File: src/verilog/ccpwm_pkg.sv
// Constants, types and decode helpers shared by the capture/compare/PWM unit.
// Functional notes
// - Capture copies full 16-bit timer into register pair.
// - Mode picks falling, rising, 4th or 16th rise.
// - Every capture sets flag bit 2.
// - A new capture overwrites the old value.
// - Edges act on pin level, even driven.
// - Prescaler cleared when off, not capturing, reset.
// - Switching prescalers keeps the counter running.
// - Compare register pair against timer every cycle.
// - Match drives pin per mode, sets flag.
// - Writing zero control forces output latch low.
// - Software-interrupt compare sets flag, pin untouched.
// - Special event clears timer, starts enabled conversion.
// - Special event never sets the overflow flag.
// - Period end clears timer, sets pin unless duty is zero, loads duty.
// - Postscaler plays no part in PWM timing.
// - Duty is low byte plus control bits 5:4.
// - Duty writes act next period; high byte read-only.
// - Duty double buffered in high byte plus latch.
// - Pin clears when duty equals extended period timer.
// - Duty beyond period keeps the pin high.
package ccpwm_pkg;

  localparam int ADDR_W = 10;  // APB byte address width.
  localparam int DATA_W = 32;  // APB data width.

  // Register indexes; the byte address is four times the index.
  localparam logic [7:0] IDX_CAP_LOW  = 8'h15;
  localparam logic [7:0] IDX_CAP_HIGH = 8'h16;
  localparam logic [7:0] IDX_CTRL     = 8'h17;
  localparam logic [7:0] IDX_FLAG     = 8'h18;

  // Field positions.
  localparam int CTRL_MODE_LSB = 0;
  localparam int CTRL_DUTY_LSB = 4;
  localparam int FLAG_BIT      = 2;

  // Reset values.
  localparam logic [7:0] CAP_RST  = 8'h00;
  localparam logic [5:0] CTRL_RST = 6'h00;

  // Mode field encodings; any code with both top bits set is PWM.
  localparam logic [3:0] MODE_OFF       = 4'h0;
  localparam logic [3:0] MODE_CAP_FALL  = 4'h4;
  localparam logic [3:0] MODE_CAP_RISE  = 4'h5;
  localparam logic [3:0] MODE_CAP_RISE4 = 4'h6;
  localparam logic [3:0] MODE_CAP_RISE16 = 4'h7;
  localparam logic [3:0] MODE_CMP_SET   = 4'h8;
  localparam logic [3:0] MODE_CMP_CLR   = 4'h9;
  localparam logic [3:0] MODE_CMP_SWINT = 4'hA;
  localparam logic [3:0] MODE_CMP_SPEC  = 4'hB;

  // Prescaler counts at which the 4th and 16th rising edges fall.
  localparam logic [1:0] PSC_LAST4  = 2'h3;
  localparam logic [3:0] PSC_LAST16 = 4'hF;

  // Timer values that arrive from the two outside timers.
  typedef struct packed {
    logic [15:0] capture_count;  // Capture timer count.
    logic [7:0]  period_count;   // Period timer count.
    logic [7:0]  period_value;   // Period register value.
    logic [1:0]  fine_phase;     // Phase clock or prescaler low bits.
  } ccpwm_timers_s;

  // Control register fields.
  typedef struct packed {
    logic [1:0] duty_lsb;  // Two low duty bits.
    logic [3:0] mode;      // Unit mode field.
  } ccpwm_ctrl_s;

  // Broad operating state decoded from the mode field.
  typedef enum logic [1:0] {
    OP_OFF,
    OP_CAPTURE,
    OP_COMPARE,
    OP_PWM
  } ccpwm_op_e;

  // Decode the mode field into the broad operating state.
  function automatic ccpwm_op_e ccpwm_decode(input logic [3:0] mode);
    case (mode[3:2])
      2'h1:    ccpwm_decode = OP_CAPTURE;
      2'h2:    ccpwm_decode = OP_COMPARE;
      2'h3:    ccpwm_decode = OP_PWM;
      default: ccpwm_decode = (mode == MODE_OFF) ? OP_OFF : OP_OFF;
    endcase
  endfunction

endpackage

File: src/verilog/ccpwm_sync.sv
// Two-stage synchroniser for a single asynchronous level.
`timescale 1ns/1ns
module ccpwm_sync
  import ccpwm_pkg::*;
(
  input  wire logic i_ref_clk,  // System clock.
  input  wire logic i_resetn,   // Synchronous reset, active low.
  input  wire logic i_async,    // Level from outside the clock domain.
  output logic      o_sync      // Level safe to use in the clock domain.
);

  logic meta_reg;  // First stage; only the second stage reads it.
  logic sync_reg;  // Second stage.

  // Two flops give a metastable first stage a full cycle to settle.
  always_ff @(posedge i_ref_clk) begin
    if (!i_resetn) begin
      meta_reg <= 1'b0;
      sync_reg <= 1'b0;
    end else begin
      meta_reg <= i_async;
      sync_reg <= meta_reg;
    end
  end

  assign o_sync = sync_reg;
endmodule

File: src/verilog/ccpwm_top.sv
// Capture/compare/PWM unit with an APB register slave.
//
// Design decisions made here: the APB slave port and the register addresses.
`timescale 1ns/1ns
module ccpwm_top
  import ccpwm_pkg::*;
(
  input  wire logic              i_ref_clk,        // System clock, 100 MHz.
  input  wire logic              i_resetn,         // Synchronous reset, active low.
  input  wire logic              i_psel,           // APB select.
  input  wire logic              i_penable,        // APB access phase.
  input  wire logic              i_pwrite,         // APB write direction.
  input  wire logic [ADDR_W-1:0] i_paddr,          // APB byte address.
  input  wire logic [DATA_W-1:0] i_pwdata,         // APB write data.
  output logic      [DATA_W-1:0] o_prdata,         // APB read data.
  output logic                   o_pready,         // APB ready.
  output logic                   o_pslverr,        // APB error for unmapped address.
  input  wire logic              i_pin,            // Unit pin level from the pad.
  input  wire ccpwm_timers_s     i_timers,         // Timer counts from outside.
  input  wire logic              i_period_inc,     // Period timer increments now.
  input  wire logic              i_adc_enable,     // Converter is enabled.
  output logic                   o_pin_out,        // Compare/PWM output latch.
  output logic                   o_cap_timer_clr,  // Special event trigger.
  output logic                   o_adc_start,      // Conversion request.
  output logic                   o_period_clr,     // Period timer clear.
  output logic                   o_unit_flag       // Unit interrupt flag.
);

  // Register state.
  logic [7:0]  cap_low_reg;     // Capture register low byte.
  logic [7:0]  cap_high_reg;    // Capture register high byte.
  ccpwm_ctrl_s ctrl_reg;        // Control register.
  logic        flag_reg;        // Sticky interrupt flag.
  logic [1:0]  duty_lat_reg;    // Internal 2-bit duty latch.
  logic        pin_reg;         // Output latch.
  logic        pin_d_reg;       // Delayed synchronised pin.
  logic [3:0]  psc_reg;         // Capture prescaler counter.
  logic        match_d_reg;     // Compare match of the previous cycle.
  logic        pready_reg;      // Registered ready.
  logic        pslverr_reg;     // Registered error.
  logic [DATA_W-1:0] prdata_reg; // Registered read data.
  logic        tclr_reg;        // Registered special event.
  logic        adc_reg;         // Registered conversion request.
  logic        pclr_reg;        // Registered period clear.

  // Combinational helpers.
  ccpwm_op_e   op;              // Broad operating state.
  logic        pin_s;           // Synchronised pin level.
  logic        rise;            // Rising edge seen on the pin.
  logic        fall;            // Falling edge seen on the pin.
  logic        cap_event;       // Capture qualifies this cycle.
  logic        match;           // Compare equality this cycle.
  logic        cmp_event;       // First cycle of a match.
  logic        period_end;      // PWM period completes now.
  logic        duty_hit;        // Active duty meets the time base.
  logic [9:0]  duty_next;       // Duty value to be latched.
  logic        setup;           // APB setup cycle.
  logic        wr_fire;         // APB write takes effect.
  logic [7:0]  word_idx;        // Addressed register index.
  logic        mapped;          // Address holds a register.
  logic [DATA_W-1:0] rd_mux;    // Read data for the addressed register.
  logic        wr_low;          // Write to the low byte.
  logic        wr_high;         // Write to the high byte.
  logic        wr_ctrl;         // Write to the control register.
  logic        wr_flag;         // Write to the flag register.
  logic        flag_clr;        // Software clears the flag.

  assign op = ccpwm_decode(ctrl_reg.mode);

  // The pad level is sampled whatever the port direction.
  ccpwm_sync u_pin_sync (
    .i_ref_clk (i_ref_clk),
    .i_resetn  (i_resetn),
    .i_async   (i_pin),
    .o_sync    (pin_s)
  );

  // Edge history; reads only the settled second stage.
  // It resets to the idle low level of the pad, so release gives no false edge.
  always_ff @(posedge i_ref_clk) begin
    if (!i_resetn) begin
      pin_d_reg <= 1'b0;
    end else begin
      pin_d_reg <= pin_s;
    end
  end

  assign rise = pin_s & ~pin_d_reg;
  assign fall = ~pin_s & pin_d_reg;

  // APB decode; an access completes in its second cycle.
  // A write also needs ready from this slave, so a stray access phase writes nothing.
  assign setup    = i_psel & ~i_penable;
  assign wr_fire  = i_psel & i_penable & pready_reg & i_pwrite;
  assign word_idx = i_paddr[9:2];
  assign wr_low   = wr_fire && (word_idx == IDX_CAP_LOW);
  assign wr_high  = wr_fire && (word_idx == IDX_CAP_HIGH);
  assign wr_ctrl  = wr_fire && (word_idx == IDX_CTRL);
  assign wr_flag  = wr_fire && (word_idx == IDX_FLAG);
  assign flag_clr = wr_flag & i_pwdata[FLAG_BIT];

  // Read multiplexer; narrow registers sit in the low bits.
  // Unused upper bits read as zero, which software may rely on.
  always_comb begin
    rd_mux = '0;
    mapped = 1'b1;
    case (word_idx)
      IDX_CAP_LOW:  rd_mux[7:0] = cap_low_reg;
      IDX_CAP_HIGH: rd_mux[7:0] = cap_high_reg;
      IDX_CTRL:     rd_mux[5:0] = ctrl_reg;
      IDX_FLAG:     rd_mux[FLAG_BIT] = flag_reg;
      default:      mapped = 1'b0;
    endcase
  end

  // Ready rises one cycle after setup, so every access takes two cycles.
  always_ff @(posedge i_ref_clk) begin
    if (!i_resetn) begin
      pready_reg  <= 1'b0;
      pslverr_reg <= 1'b0;
      prdata_reg  <= '0;
    end else if (setup) begin
      pready_reg  <= 1'b1;
      pslverr_reg <= ~mapped;
      prdata_reg  <= i_pwrite ? '0 : rd_mux;
    end else begin
      pready_reg  <= 1'b0;
      pslverr_reg <= 1'b0;
    end
  end

  // Capture prescaler; mode switches inside capture leave it counting.
  // It also counts in falling-edge mode, where its value is simply unused.
  always_ff @(posedge i_ref_clk) begin
    if (!i_resetn) begin
      psc_reg <= 4'h0;
    end else if (op != OP_CAPTURE) begin
      psc_reg <= 4'h0;
    end else if (rise) begin
      psc_reg <= psc_reg + 4'h1;
    end
  end

  // Capture event selection by mode.
  // Modes 1 to 3 and every non-capture mode take the default and never capture.
  always_comb begin
    case (ctrl_reg.mode)
      MODE_CAP_FALL:   cap_event = fall;
      MODE_CAP_RISE:   cap_event = rise;
      MODE_CAP_RISE4:  cap_event = rise && (psc_reg[1:0] == PSC_LAST4);
      MODE_CAP_RISE16: cap_event = rise && (psc_reg == PSC_LAST16);
      default:         cap_event = 1'b0;
    endcase
  end

  // Equality is checked every cycle against the live timer count.
  // Compare runs every cycle; only the first matching cycle acts, so a
  // stopped timer does not re-trigger the pin or the special event.
  assign match     = (op == OP_COMPARE) &&
                     (i_timers.capture_count == {cap_high_reg, cap_low_reg});
  assign cmp_event = match & ~match_d_reg;

  always_ff @(posedge i_ref_clk) begin
    if (!i_resetn) begin
      match_d_reg <= 1'b0;
    end else begin
      match_d_reg <= match;
    end
  end

  // PWM time base; no postscaler input exists, so it cannot shape the period.
  assign period_end = (op == OP_PWM) && i_period_inc &&
                      (i_timers.period_count == i_timers.period_value);
  assign duty_next  = {cap_low_reg, ctrl_reg.duty_lsb};
  assign duty_hit   = ({cap_high_reg, duty_lat_reg} ==
                       {i_timers.period_count, i_timers.fine_phase});

  // Capture register pair; a capture beats a software write.
  // A low byte write during PWM only changes the duty of the next period.
  always_ff @(posedge i_ref_clk) begin
    if (!i_resetn) begin
      cap_low_reg  <= CAP_RST;
      cap_high_reg <= CAP_RST;
    end else if (cap_event) begin
      cap_low_reg  <= i_timers.capture_count[7:0];
      cap_high_reg <= i_timers.capture_count[15:8];
    end else begin
      if (wr_low) begin
        cap_low_reg <= i_pwdata[7:0];
      end
      if (period_end) begin
        cap_high_reg <= cap_low_reg;
      end else if (wr_high && (op != OP_PWM)) begin
        cap_high_reg <= i_pwdata[7:0];
      end
    end
  end

  // Second half of the duty buffer, loaded with the high byte.
  always_ff @(posedge i_ref_clk) begin
    if (!i_resetn) begin
      duty_lat_reg <= 2'h0;
    end else if (period_end) begin
      duty_lat_reg <= ctrl_reg.duty_lsb;
    end
  end

  // Control register.
  // Only six bits exist; the upper bits of the write data are dropped.
  always_ff @(posedge i_ref_clk) begin
    if (!i_resetn) begin
      ctrl_reg <= CTRL_RST;
    end else if (wr_ctrl) begin
      ctrl_reg <= i_pwdata[5:0];
    end
  end

  // Sticky flag; a set in the clearing cycle wins so no event is lost.
  // Hardware has no clearing path of its own; only the write below clears it.
  always_ff @(posedge i_ref_clk) begin
    if (!i_resetn) begin
      flag_reg <= 1'b0;
    end else if (cap_event || cmp_event) begin
      flag_reg <= 1'b1;
    end else if (flag_clr) begin
      flag_reg <= 1'b0;
    end
  end

  // Output latch for compare and PWM.
  // Leaving compare or PWM keeps the latch; only a zero control write resets it.
  always_ff @(posedge i_ref_clk) begin
    if (!i_resetn) begin
      pin_reg <= 1'b0;
    end else if (wr_ctrl && (i_pwdata[5:0] == CTRL_RST)) begin
      pin_reg <= 1'b0;
    end else begin
      case (op)
        OP_COMPARE: begin
          if (cmp_event && (ctrl_reg.mode == MODE_CMP_SET)) begin
            pin_reg <= 1'b1;
          end else if (cmp_event && (ctrl_reg.mode == MODE_CMP_CLR)) begin
            pin_reg <= 1'b0;
          end
        end
        OP_PWM: begin
          // A duty above the period never hits, so the pin stays high.
          if (period_end) begin
            pin_reg <= (duty_next != 10'h000);
          end else if (duty_hit) begin
            pin_reg <= 1'b0;
          end
        end
        default: begin
          pin_reg <= pin_reg;
        end
      endcase
    end
  end

  // Trigger pulses toward the timers and the converter. The timer clear
  // is a separate line, so it can never reach the overflow flag.
  // The converter request is gated here, so a disabled converter sees no pulse.
  always_ff @(posedge i_ref_clk) begin
    if (!i_resetn) begin
      tclr_reg <= 1'b0;
      adc_reg  <= 1'b0;
      pclr_reg <= 1'b0;
    end else begin
      tclr_reg <= cmp_event && (ctrl_reg.mode == MODE_CMP_SPEC);
      adc_reg  <= cmp_event && (ctrl_reg.mode == MODE_CMP_SPEC) && i_adc_enable;
      pclr_reg <= period_end;
    end
  end

  assign o_prdata        = prdata_reg;
  assign o_pready        = pready_reg;
  assign o_pslverr       = pslverr_reg;
  assign o_pin_out       = pin_reg;
  assign o_cap_timer_clr = tclr_reg;
  assign o_adc_start     = adc_reg;
  assign o_period_clr    = pclr_reg;
  assign o_unit_flag     = flag_reg;
endmodule

File: config.mk
export PLATFORM = sky130hd
export DESIGN_NAME = ccpwm_top
export DESIGN_NICKNAME = d
export VERILOG_FILES = /design/src/verilog/ccpwm_pkg.sv /design/src/verilog/ccpwm_sync.sv /design/src/verilog/ccpwm_top.sv
export SDC_FILE = /design/constraint.sdc
export NUM_CORES = 1
export LEC_CHECK = 0
export ABC_AREA = 0
export BUFFER_PORTS_ARGS = -buffer_cell sky130_fd_sc_hd__buf_2
export CAP_MARGIN = 20
export CORE_MARGIN = 2
export CORE_UTILIZATION = 30
export DETAILED_ROUTE_END_ITERATION = 7
export PLACE_DENSITY = 0.53
export SLEW_MARGIN = 20
export SYNTH_ARGS = -nofsm -noshare
export SYNTH_HDL_FRONTEND = slang
export SYNTH_SLANG_ARGS = --single-unit
export TNS_END_PERCENT = 5
File: constraint.sdc
create_clock -name i_ref_clk -period 1.6 [get_ports i_ref_clk]
set_input_delay 0.24 -clock i_ref_clk [delete_from_list [all_inputs] [get_ports i_ref_clk]]
set_output_delay 0.24 -clock i_ref_clk [all_outputs]
set_load 0.03 [all_outputs]
Yosys cells after proc, flatten, opt, wreduce, memory -nomap -nowiden
Cells that the tools add are included.

Muxes and demuxes: 21. Add/sub/neg operators: 1. Equal/unequal tests: 25. Reductions and logical operators: 27. Bitwise gates (word level): 14.

Operator list (count): $mux W8 (6); $eq A8 B5 Y1 const B (4); $eq A16 B16 Y1 (1); $eq A4 B3 Y1 const B (4); $eq A4 B4 Y1 const B (4); $logic_and A1 B1 Y1 (15); $pmux W2 S3 (2); $eq A10 B10 Y1 (1); $eq A2 B2 Y1 const B (5); $reduce_bool A10 Y1 (1); $pmux W3 S3 (1); $and A1 B1 Y1 (8); $eq A8 B8 Y1 (1); $mux W1 (8); $pmux W1 S4 (2); $logic_not A6 Y1 (1); $not A1 Y1 (6); $reduce_bool A2 Y1 (3); $add A4 B1 Y4 const B (1); $pmux W2 S2 (1); $reduce_or A2 Y1 (2); $reduce_or A4 Y1 (1); $ne A3 B1 Y1 const B (1); $ne A3 B3 Y1 const B (1); 8 further kinds (8).

Input bits: 84. Register bits: 71.

Depth between registers and ports, before layout
Gate-level depths: netlist (run 1).

Depth after elaboration: 9. Depth in mapped cells: 8. Depth with buffers taken out: 7.

By module
A second synthesis (run 1) with hierarchy kept.

Cell total of the unflattened synthesis: 330. Area total of the unflattened synthesis: 2967.8 sq um.

Modules (own cells, without submodules): ccpwm_top (instances 1, area each 2915.3 sq um, sequential area each 900.9 sq um, cells an instance 326); ccpwm_sync (instances 1, area each 52.6 sq um, sequential area each 40.0 sq um, cells an instance 4).

Least setup slack after synthesis (run 1)
No wires, ideal clock.

Kind: register -> register. Start: reg psc_reg[0]. End: reg cap_high_reg[4]. Library setup time: 0.117 ns. Setup slack: -0.139 ns. Stages on the path, launching flop included: 9. Path buffers: 1. Clock period less this slack: 1.739 ns. Required time: 1.483 ns. Data arrival time: 1.623 ns. Path through: dfxtp_1 ha_1 nand3b_1 a221oi_1 o21ai_2 clkbuf_1 nor2_1 a21oi_1 a22o_1.

Cells in the longest elaborated chain, start to end: 4. Elaborated cells between the ends (all ways): 7. Those cells by class: eq/ne: 2; mux: 2; reduce/logical: 3.

RTL lines: start: declaration (line ccpwm_top.sv:37) `logic [3:0] psc_reg;`; start signal: assignment (line ccpwm_top.sv:140) `psc_reg <= psc_reg + 4'h1;`; $eq A4 B4 Y1 or $eq A2 B2 Y1 (tied branches) (line ccpwm_top.sv:151, ccpwm_top.sv:150); $logic_and A1 B1 Y1, on equally long branches (line ccpwm_top.sv:151, ccpwm_top.sv:150); $pmux W1 S4 (*) (line ccpwm_top.sv:147) `case (ctrl_reg.mode)`; $reduce_bool A3 Y1 (no line) or $mux W8 (tied branches); end signal: assignment (line ccpwm_top.sv:186) `cap_high_reg <= i_timers.capture_count[15:8];`; end signal: assignment (line ccpwm_top.sv:192) `cap_high_reg <= cap_low_reg;`; end signal: assignment (line ccpwm_top.sv:194) `cap_high_reg <= i_pwdata[7:0];`; end: declaration (line ccpwm_top.sv:31) `logic [7:0] cap_high_reg;`.

Mark *: on every way between the ends. The rest lies on a longest branch, timed or not. A chain may end at the register's enable or synchronous reset.

Final worst setup path (run 1)
Start: reg psc_reg[1]. End: reg cap_high_reg[5].

The elaborated chain is that of the path after synthesis.

==> flow_metrics.py, run 1 <==
metrics = {
    "outcome": {
        "outcome": "finished with violations",
        "violations": "negative setup slack",
    },
    "clock_network": {
        "htree_levels": 2,
        "clk_pin_slew_worst_paths_ns": 0.09,
        "cts_buffer_depth": 2,
        "root_buffer": "clkbuf_8",
        "cts_hold_buf": 0,
        "cts.sinks": 47,
        "cts_tree": "built",
        "cts_buffers": 5,
        "clock_latency_ns": 0.30,
    },
    "critical_path": {
        "worstPathMaxFanout": 7,
        "arrival_ns": 1.95,
        "crit_start": "psc_reg[1]",
        "r2r_cells": 8,
        "end_kind": "register",
        "worst_setup_path_start_kind": "register",
        "worstSetupPathType": "reg -> reg",
        "rrSetupSlack_ns": -0.16,
        "crit-reg2reg-capture": "cap_high_reg[5]",
        "timing.rr.start": "psc_reg[1]",
        "critPathRequiredTime_ns": 1.79,
    },
    "synth": {
        "netlist_instances": 318,
        "ys_seq_area_share_pct": 33.8,
        "ys_ff_latch": 47,
        "ys_async_sr_fraction_pct": 0,
        "netlist_area_um2": 2790,
        "synth_cell_types": 49,
        "synth_edf_count": 0,
        "yosys_warnings": 0,
        "synth.avg_cell_area_um2": 8.76,
        "synthFlopType": "dfxtp_1",
    },
    "job": {
        "maxCapViolations": 0,
    },
    "min_path": {
        "hold_end": "u_pin_sync.meta_reg",
        "min_from": "i_pin",
        "hp-class": "in -> reg",
        "holdPathStages": 2,
    },
    "sta": {
        "clock.fmax_mhz": 568,
        "rsz0062_at_grt": "true",
        "finalCriticalPeriod_ns": 1.76,
        "tightest_slew_ns": 0.529,
        "fin_crit_sh_pct": 110,
        "finalMaxSlewViolations": 0,
        "fin_ws_ns": -0.159,
        "setup_viol": 19,
        "fin_skew_ns": 0.00964,
        "final_hold_viol_count": 0,
        "maxSlewHeadroom_pct": 64.6,
    },
    "pwr": {
        "p_clk_share_pct": 31.6,
        "p_per_area_nw_per_um2": 571,
        "p_int_mw": 1.62,
        "seq_power_share_pct": 52.2,
        "ir_drop_mv": 0.322,
        "power_leakage_nw": 1.87,
        "power_frac_comb_pct": 16.2,
        "switching_share_pct": 28.0,
        "p_switching_uw": 631,
    },
    "global_routing": {
        "first_global_vias": 2626,
        "antenna_found_initial": 0,
        "track_usage_pct": 16.1,
        "grt_max_degree": 14,
        "grt_pass1_wl_mm": 12.7,
        "grt_overflow_total": 0,
    },
    "layout": {
        "nets": 539,
        "drive_above_1_share_pct": 43.5,
        "final_cell_mix": "buf_2, buf_4, nor2_1, dfxtp_1, xor2_1",
        "layout.cells.non_filler": 566,
        "finalInstanceArea_um2": 3940,
        "fin_util_pct": 43.3,
        "area_delta_synth_final_pct": 41.6,
        "nFillCells": 921,
        "layout_commonest_cell": "buf_2",
        "diodes": 0,
    },
    "placement": {
        "placed_cells": 552,
        "hpwl_mm": 6.43,
        "post-place-ws_ns": -0.311,
        "dpl-instance-area_um2": 3650,
        "io_buffers": 72,
        "gp_congestion": 0.868,
    },
    "floorplan": {
        "die_h_um": 100,
        "core_um2": 9110,
        "num_io_pins": 123,
        "initial_core_util_pct": 30.6,
        "fp-row-count": 35,
        "die-area_um2": 10100,
        "fp.dieW_um": 100,
    },
    "routing": {
        "drt_iter0_markers": 115,
        "dr.pass1.iters": 4,
        "drt-wirelength-per-cell_um": 14.3,
        "viasPerCell": 4.78,
        "finalWirelength_mm": 8.08,
        "detail-route-antenna-nets": 0,
        "remaining_drc_errors": 0,
        "vias": 2707,
    },
}
cells in the mapped netlist (2+ instances only):
library cell | count | area share, %
nand2_1 | 8 | 1.1
o21a_1 | 2 | 0.54
a21oi_1 | 15 | 2.7
a221oi_1 | 2 | 0.63
nor2_1 | 54 | 7.3
nor2b_1 | 3 | 0.67
a22o_1 | 8 | 2.5
dfxtp_1 | 47 | 34
clkbuf_1 | 8 | 1.1
and2_1 | 4 | 0.90
nor3_1 | 6 | 1.1
nand3b_1 | 2 | 0.54
xnor2_1 | 4 | 1.3
xor2_1 | 31 | 9.7
o21ai_0 | 2 | 0.36
buf_4 | 24 | 6.5
nand2b_1 | 4 | 0.90
nand3_1 | 5 | 0.90
buf_6 | 2 | 0.81
inv_1 | 4 | 0.54
mux2_2 | 5 | 2.0
a22oi_1 | 9 | 2.4
nor4_1 | 8 | 1.8
a211oi_1 | 8 | 2.2
a31oi_1 | 2 | 0.45
nand4_1 | 3 | 0.67
mux2i_1 | 26 | 9.3
power by group through the flow:
stage	clock network, mW	logic [mW]	registers, mW
2_1_floorplan	0	0.224	1.21
3_5_place_dp	0	0.351	1.20
6_report	0.711	0.364	1.18
4_1_cts	0.731	0.356	1.18
3_3_place_gp	0	0.348	1.20
5_1_grt	0.782	0.397	1.18
per-stage QoR:
step	total power [mW]	hold slack [ns]	setup TNS [ns]
global route	2.36	0.145	-3.72
floorplan	1.43	0.358	-1.63
global placement	1.55	0.424	-6.56
finish	2.25	0.134	-1.90
CTS	2.26	0.129	-1.20
detailed placement	1.55	0.433	-6.95
kinds of logic (layout without fill, tap and decap cells):
| family | count (synthesis) | in the layout | share of synthesized area (%) |
|---|---|---|---|
| buffers and inverters | 40 | 154 | 9.21 |
| and+or+nand+nor | 107 | 107 | 19.4 |
| muxes | 31 | 31 | 11.4 |
| DFF | 47 | 47 | 33.8 |
| adders and majority gates | 1 | 1 | 0.449 |
| AOI/OAI and AO/OA | 56 | 56 | 14.6 |
| xor gates and xnor gates | 35 | 35 | 11.0 |
| other | 1 | 24 | 0.135 |
metal layers:
| layer | GRT usage, % | vias up | wire length (µm) |
|---|---|---|---|
| met4 | 6.53 | 0 | 199 |
| met3 | 2.37 | 12 | 453 |
| met1 | 21.0 | 1254 | 3560 |
| met2 | 26.6 | 95 | 3870 |
| met5 | 0 | - | 0 |
| li1 | - | 1346 | - |
cell type report:
cell class              count  area, µm²  area share, %
multi-input cells         254       1830           46.4
flip-flops and latches     47        947           24.0
repair buffers            142        933           23.7
well taps                 111        139           3.52
clock buffers               7       76.3           1.94
inverters                   4       15.0          0.381
clock inverters             1       5.00          0.127
worst max path at each step:
stage	endpoint	slack (ns)	cells past startpoint
floorplan	cap_high_reg[6]	-0.12	6
global placement	cap_high_reg[4]	-0.28	7
detailed placement	cap_low_reg[6]	-0.31	7
CTS	o_adc_start	-0.11	6
global route	cap_high_reg[5]	-0.25	8
finish	cap_high_reg[5]	-0.16	8
critical path, cell delays in order, from the launching register on:
cell      delay, ns
dfxtp_2        0.36
ha_4           0.13
nand3b_1       0.11
a221oi_2       0.36
o21ai_4        0.18
buf_6          0.17
nor2_2         0.12
a21oi_2        0.05
a22o_1         0.17
what timing repair did:
action                                  4_1_cts  5_1_grt
buffers inserted                              3        2
cloned                                        0        1
endpoints found under the setup margin       20       24
pin swaps                                     5       11
gates resized for setup                      14       31
(Power assumes the default switching activity.)
==> run 2, diff against run 1 <==
MAX_ROUTING_LAYER = met4   (was unset)
==> flow_metrics.py, run 2 (synthesis gave the netlist of run 1 again) <==
metrics = {
    "outcome": {
        "outcome": "finished with violations",
        "violations": "negative setup slack",
    },
    "min_path": {
        "holdPathStages": 2,
        "hold_end": "u_pin_sync.meta_reg",
        "min_from": "i_pin",
        "hp-class": "in -> reg",
    },
    "floorplan": {
        "fp.dieW_um": 100,
        "initial_core_util_pct": 30.6,
        "die-area_um2": 10100,
        "fp-row-count": 35,
        "die_h_um": 100,
        "core_um2": 9110,
        "num_io_pins": 123,
    },
    "critical_path": {
        "crit_family": "compound AO/OA/AOI/OAI gates",
        "crit_buf_inv": 1,
        "worst_setup_path_start_kind": "register",
        "crit-reg2reg-capture": "cap_high_reg[2]",
        "cpMaxStageDelayCell": "dfxtp_2",
        "arrival_ns": 1.95,
        "crit_chain": "ha_4 -> nand3b_1 -> a221oi_2 -> o21ai_4 -> buf_6 -> nor2_2 -> a21oi_2 -> a22o_1",
        "timing.rr.start": "psc_reg[1]",
        "worstSetupPathType": "reg -> reg",
        "critPathRequiredTime_ns": 1.80,
        "rrSetupSlack_ns": -0.15,
        "critPathMaxStageDelay_ns": 0.36,
        "r2r_cells": 8,
        "worstPathMaxFanout": 7,
        "end_kind": "register",
    },
    "layout": {
        "diodes": 0,
        "regArea_um2": 947,
        "area_delta_synth_final_pct": 41.6,
        "nFillCells": 921,
        "drive_above_1_share_pct": 43.5,
        "layout_commonest_cell": "buf_2",
        "final_cell_mix": "buf_2, buf_4, nor2_1, dfxtp_1, xor2_1",
        "nets": 539,
        "multi_input_area_um2": 1830,
        "fin_util_pct": 43.3,
    },
    "routing": {
        "viasPerCell": 4.81,
        "remaining_drc_errors": 0,
        "drt-wirelength-per-cell_um": 14.3,
        "detail-route-antenna-nets": 0,
        "vias": 2722,
        "drt_iter0_markers": 155,
        "finalWirelength_mm": 8.08,
        "dr.pass1.iters": 4,
    },
    "sta": {
        "fin_ws_ns": -0.153,
        "fin_skew_ns": 0.0110,
        "rsz0062_at_grt": "true",
        "finalMaxSlewViolations": 0,
        "final_hold_viol_count": 0,
        "tightest_slew_ns": 0.538,
        "finalCriticalPeriod_ns": 1.75,
        "clock.fmax_mhz": 571,
        "maxSlewHeadroom_pct": 64.1,
        "fin_crit_sh_pct": 110,
        "setup_viol": 19,
    },
    "clock_network": {
        "cts_buffers": 5,
        "cts_tree": "built",
        "htree_levels": 2,
        "root_buffer": "clkbuf_8",
        "clk_pin_slew_worst_paths_ns": 0.09,
        "cts.sinks": 47,
        "cts_buffer_depth": 2,
        "cts_hold_buf": 0,
        "clock_latency_ns": 0.30,
    },
    "global_routing": {
        "grt_pass1_wl_mm": 12.7,
        "grt_overflow_total": 0,
        "grt_max_degree": 14,
        "antenna_found_initial": 0,
        "track_usage_pct": 16.6,
        "first_global_vias": 2623,
    },
    "placement": {
        "gp_congestion": 0.882,
        "post-place-ws_ns": -0.311,
        "io_buffers": 72,
        "hpwl_mm": 6.43,
    },
    "pwr": {
        "p_per_area_nw_per_um2": 570,
        "power_leakage_nw": 1.87,
        "ir_drop_mv": 0.322,
    },
    "job": {
        "maxCapViolations": 0,
    },
}
[run 2: cell counts in the layout (fill, tap and decap cells not counted)]
Identical to the previous run, type by type.
[run 2: report_power, final]
| group | internal [mW] | switching, mW | leakage (nW) | total [mW] |
|---|---|---|---|---|
| Clock | 0.308 | 0.402 | 0.0422 | 0.709 |
| Combinational | 0.139 | 0.225 | 1.45 | 0.365 |
| Sequential | 1.17 | 0.00217 | 0.382 | 1.18 |
| Total | 1.62 | 0.629 | 1.87 | 2.25 |
[run 2: layout make-up]
class / count / share of cell area [%]
Tap cell: 111 / 3.52
Inverter: 4 / 0.381
Sequential cell: 47 / 24.0
Multi-Input combinational cell: 254 / 46.4
Timing Repair Buffer: 142 / 23.7
Clock inverter: 1 / 0.127
Clock buffer: 7 / 1.94
[run 2: routing by layer]
metal	vias up	part of all wire [%]	track usage, %
li1	1346	-	-
met1	1274	45	21.1
met2	90	48	26.6
met3	12	5.1	2.23
met4	0	2.4	6.53
met5	-	0	-
[run 2: metrics by stage]
stage,cell area (µm²),power (mW),cells,hold slack [ns],TNS [ns]
2_1_floorplan,2890,1.43,341,0.358,-1.63
3_3_place_gp,3650,1.55,552,0.424,-6.56
3_5_place_dp,3650,1.55,552,0.433,-6.95
4_1_cts,3810,2.26,563,0.129,-1.20
5_1_grt,3940,2.36,566,0.145,-3.70
6_report,3940,2.25,566,0.134,-1.93
[run 2: worst reg2reg max path, cell delays in order (launching register included)]
cell and delay [ns]:
dfxtp_2 0.36, ha_4 0.13, nand3b_1 0.11, a221oi_2 0.36
o21ai_4 0.18, buf_6 0.17, nor2_2 0.12, a21oi_2 0.05
a22o_1 0.17
[run 2: worst max path at each step]
stage / startpoint / to / slack [ns] / depth (start not counted)
CTS: cap_low_reg[4] / o_adc_start / -0.11 / 6
finish: psc_reg[1] / cap_high_reg[2] / -0.15 / 8
detailed placement: i_paddr[7] / cap_low_reg[6] / -0.31 / 7
global route: psc_reg[1] / cap_high_reg[4] / -0.25 / 8
floorplan: i_paddr[7] / cap_high_reg[6] / -0.12 / 6
global placement: i_paddr[7] / cap_high_reg[4] / -0.28 / 7
[run 2: timing repair]
item                                    4_1_cts  5_1_grt
endpoints found under the setup margin       20       24
pin swaps                                     5       11
setup buffers                                 3        2
resized for setup                            14       31
gates cloned                                  0        1
endpoints found under the hold margin         0        0
==> run 3, diff against run 2 <==
GPL_TIMING_DRIVEN = 1   (was unset)
PLACE_DENSITY = 0.51   (was 0.53)
clock period = 2.1 ns   (was 1.6 ns; I/O delays follow)
==> flow_metrics.py, run 3 (synthesis gave the netlist of run 1 again) <==
metrics = {
    "placement": {
        "dpl-instance-area_um2": 3300,
        "hpwl_mm": 6.11,
        "gp_congestion": 0.872,
        "io_buffers": 72,
    },
    "routing": {
        "viasPerCell": 4.82,
        "routedLengthMet1_mm": 3.66,
        "dr.max_layer_used": "met4",
        "drt-wirelength-per-cell_um": 15.3,
        "finalWirelength_mm": 7.90,
        "vias": 2489,
        "detail-route-antenna-nets": 0,
        "remaining_drc_errors": 0,
        "drt_iter0_markers": 101,
        "wl_met3_um": 509,
        "route.met2.wl_mm": 3.62,
        "dr.pass1.iters": 4,
    },
    "clock_network": {
        "cts_buffers": 5,
        "clk_pin_slew_worst_paths_ns": 0.09,
        "cts.sinks": 47,
        "cts_buffer_depth": 2,
        "htree_levels": 2,
        "post-cts-setup-buffers": 0,
        "root_buffer": "clkbuf_8",
        "clock_latency_ns": 0.31,
        "cts_hold_buf": 0,
        "cts_tree": "built",
    },
    "min_path": {
        "hp-class": "in -> reg",
        "hold_end": "o_adc_start",
        "holdPathStages": 2,
        "min_from": "i_adc_enable",
    },
    "job": {
        "maxCapViolations": 0,
    },
    "layout": {
        "nets": 489,
        "drive_above_1_share_pct": 29.1,
        "final_cell_mix": "buf_2, nor2_1, dfxtp_1",
        "finalInstanceArea_um2": 3470,
        "layout_commonest_cell": "buf_2",
        "fin_util_pct": 38.1,
        "area_delta_synth_final_pct": 24.6,
        "nFillCells": 978,
        "diodes": 0,
    },
    "critical_path": {
        "worst_setup_path_start_kind": "register",
        "r2r_cells": 7,
        "timing.rr.start": "psc_reg[0]",
        "worstPathMaxFanout": 11,
        "critPathMaxStageDelay_ns": 0.45,
        "crit-reg2reg-capture": "cap_high_reg[7]",
        "cpMaxStageDelayCell": "a221oi_4",
        "critPathRequiredTime_ns": 2.30,
        "end_kind": "register",
        "worstSetupPathType": "reg -> reg",
        "arrival_ns": 2.12,
        "rrSetupSlack_ns": 0.18,
        "crit_chain": "ha_1 -> nand3b_1 -> a221oi_4 -> o21ai_4 -> nand3_1 -> nor2_2 -> a22o_1",
    },
    "pwr": {
        "ir_drop_mv": 0.373,
        "power_leakage_nw": 1.63,
        "p_per_area_nw_per_um2": 555,
    },
    "floorplan": {
        "die_h_um": 100,
        "fp.dieW_um": 100,
        "num_io_pins": 123,
        "core_um2": 9110,
        "fp-row-count": 35,
        "die-area_um2": 10100,
        "initial_core_util_pct": 30.6,
    },
    "global_routing": {
        "grt_pass1_wl_mm": 12.2,
        "first_global_vias": 2413,
        "track_usage_pct": 16.1,
        "grt_max_degree": 22,
        "antenna_found_initial": 0,
        "grt_overflow_total": 0,
    },
    "sta": {
        "fin_crit_sh_pct": 91.6,
        "rsz0062_at_grt": "false",
        "tns_ns": 0,
        "worst_hold_slack_ns": 0.220,
        "clock.fmax_mhz": 520,
        "finalMaxSlewViolations": 0,
        "setup_viol": 0,
        "fin_skew_ns": 0.0111,
        "finalCriticalPeriod_ns": 1.92,
        "final_hold_viol_count": 0,
    },
    "outcome": {
        "outcome": "finished clean",
    },
}
[run 3: cell count changes in the layout (fill, tap and decap cells not counted), moves of 3 or more]
cell and delta:
a211oi_1 +3, a211oi_2 -3, a21oi_1 +4, a21oi_2 -4, buf_4 -45, buf_6 -6
dfxtp_1 +5, dfxtp_2 -5, nor2_1 +11, nor2_2 -9
[run 3: metrics by stage]
step	instances	worst slack, ns	power, mW
after floorplan	341	0.287	1.09
after global placement	507	-0.121	1.16
final	516	0.176	1.93
after global routing	516	0.0447	2.01
after CTS	515	0.0376	1.95
after detailed placement	507	-0.130	1.16
[run 3: routing by layer]
layer,up-vias,GRT usage (%)
li1,1248,-
met1,1140,21.6
met2,89,24.6
met3,12,3.62
met4,0,3.69
met5,-,-
[run 3: worst max path at each step]
stage | from | to | slack (ns)
6_report | psc_reg[0] | cap_high_reg[7] | 0.18
5_1_grt | psc_reg[0] | cap_high_reg[5] | 0.04
4_1_cts | u_pin_sync.o_sync | cap_high_reg[7] | 0.04
3_5_place_dp | u_pin_sync.o_sync | cap_high_reg[1] | -0.13
3_3_place_gp | u_pin_sync.o_sync | cap_high_reg[2] | -0.12
2_1_floorplan | i_paddr[7] | cap_high_reg[6] | 0.29
[run 3: layout make-up]
cell class / instances / area [µm²] / share of cell area (%)
well taps: 111 / 139 / 4.00
flip-flops and latches: 47 / 941 / 27.1
clock inverters: 2 / 60.1 / 1.73
clock buffers: 6 / 72.6 / 2.09
multi-input cells: 255 / 1710 / 49.4
inverters: 4 / 15.0 / 0.433
repair buffers: 91 / 528 / 15.2
[run 3: what timing repair did]
action,CTS,global route
endpoints found under the setup margin,8,16
gates resized for setup,1,5
pin swaps,0,1
gates cloned,0,1
[run 3: power by group]
part / internal (mW) / switching [mW]
clock network: 0.476 / 0.312
registers: 0.894 / 0.00172
logic: 0.0818 / 0.161
total: 1.45 / 0.475
[run 3: critical path, delay by kind of cell, from the launching register on]
family          cells  cell delay, ns
compound gates      3            0.89
flops               1            0.38
fa+ha+maj           1            0.17
simple gates        3            0.37
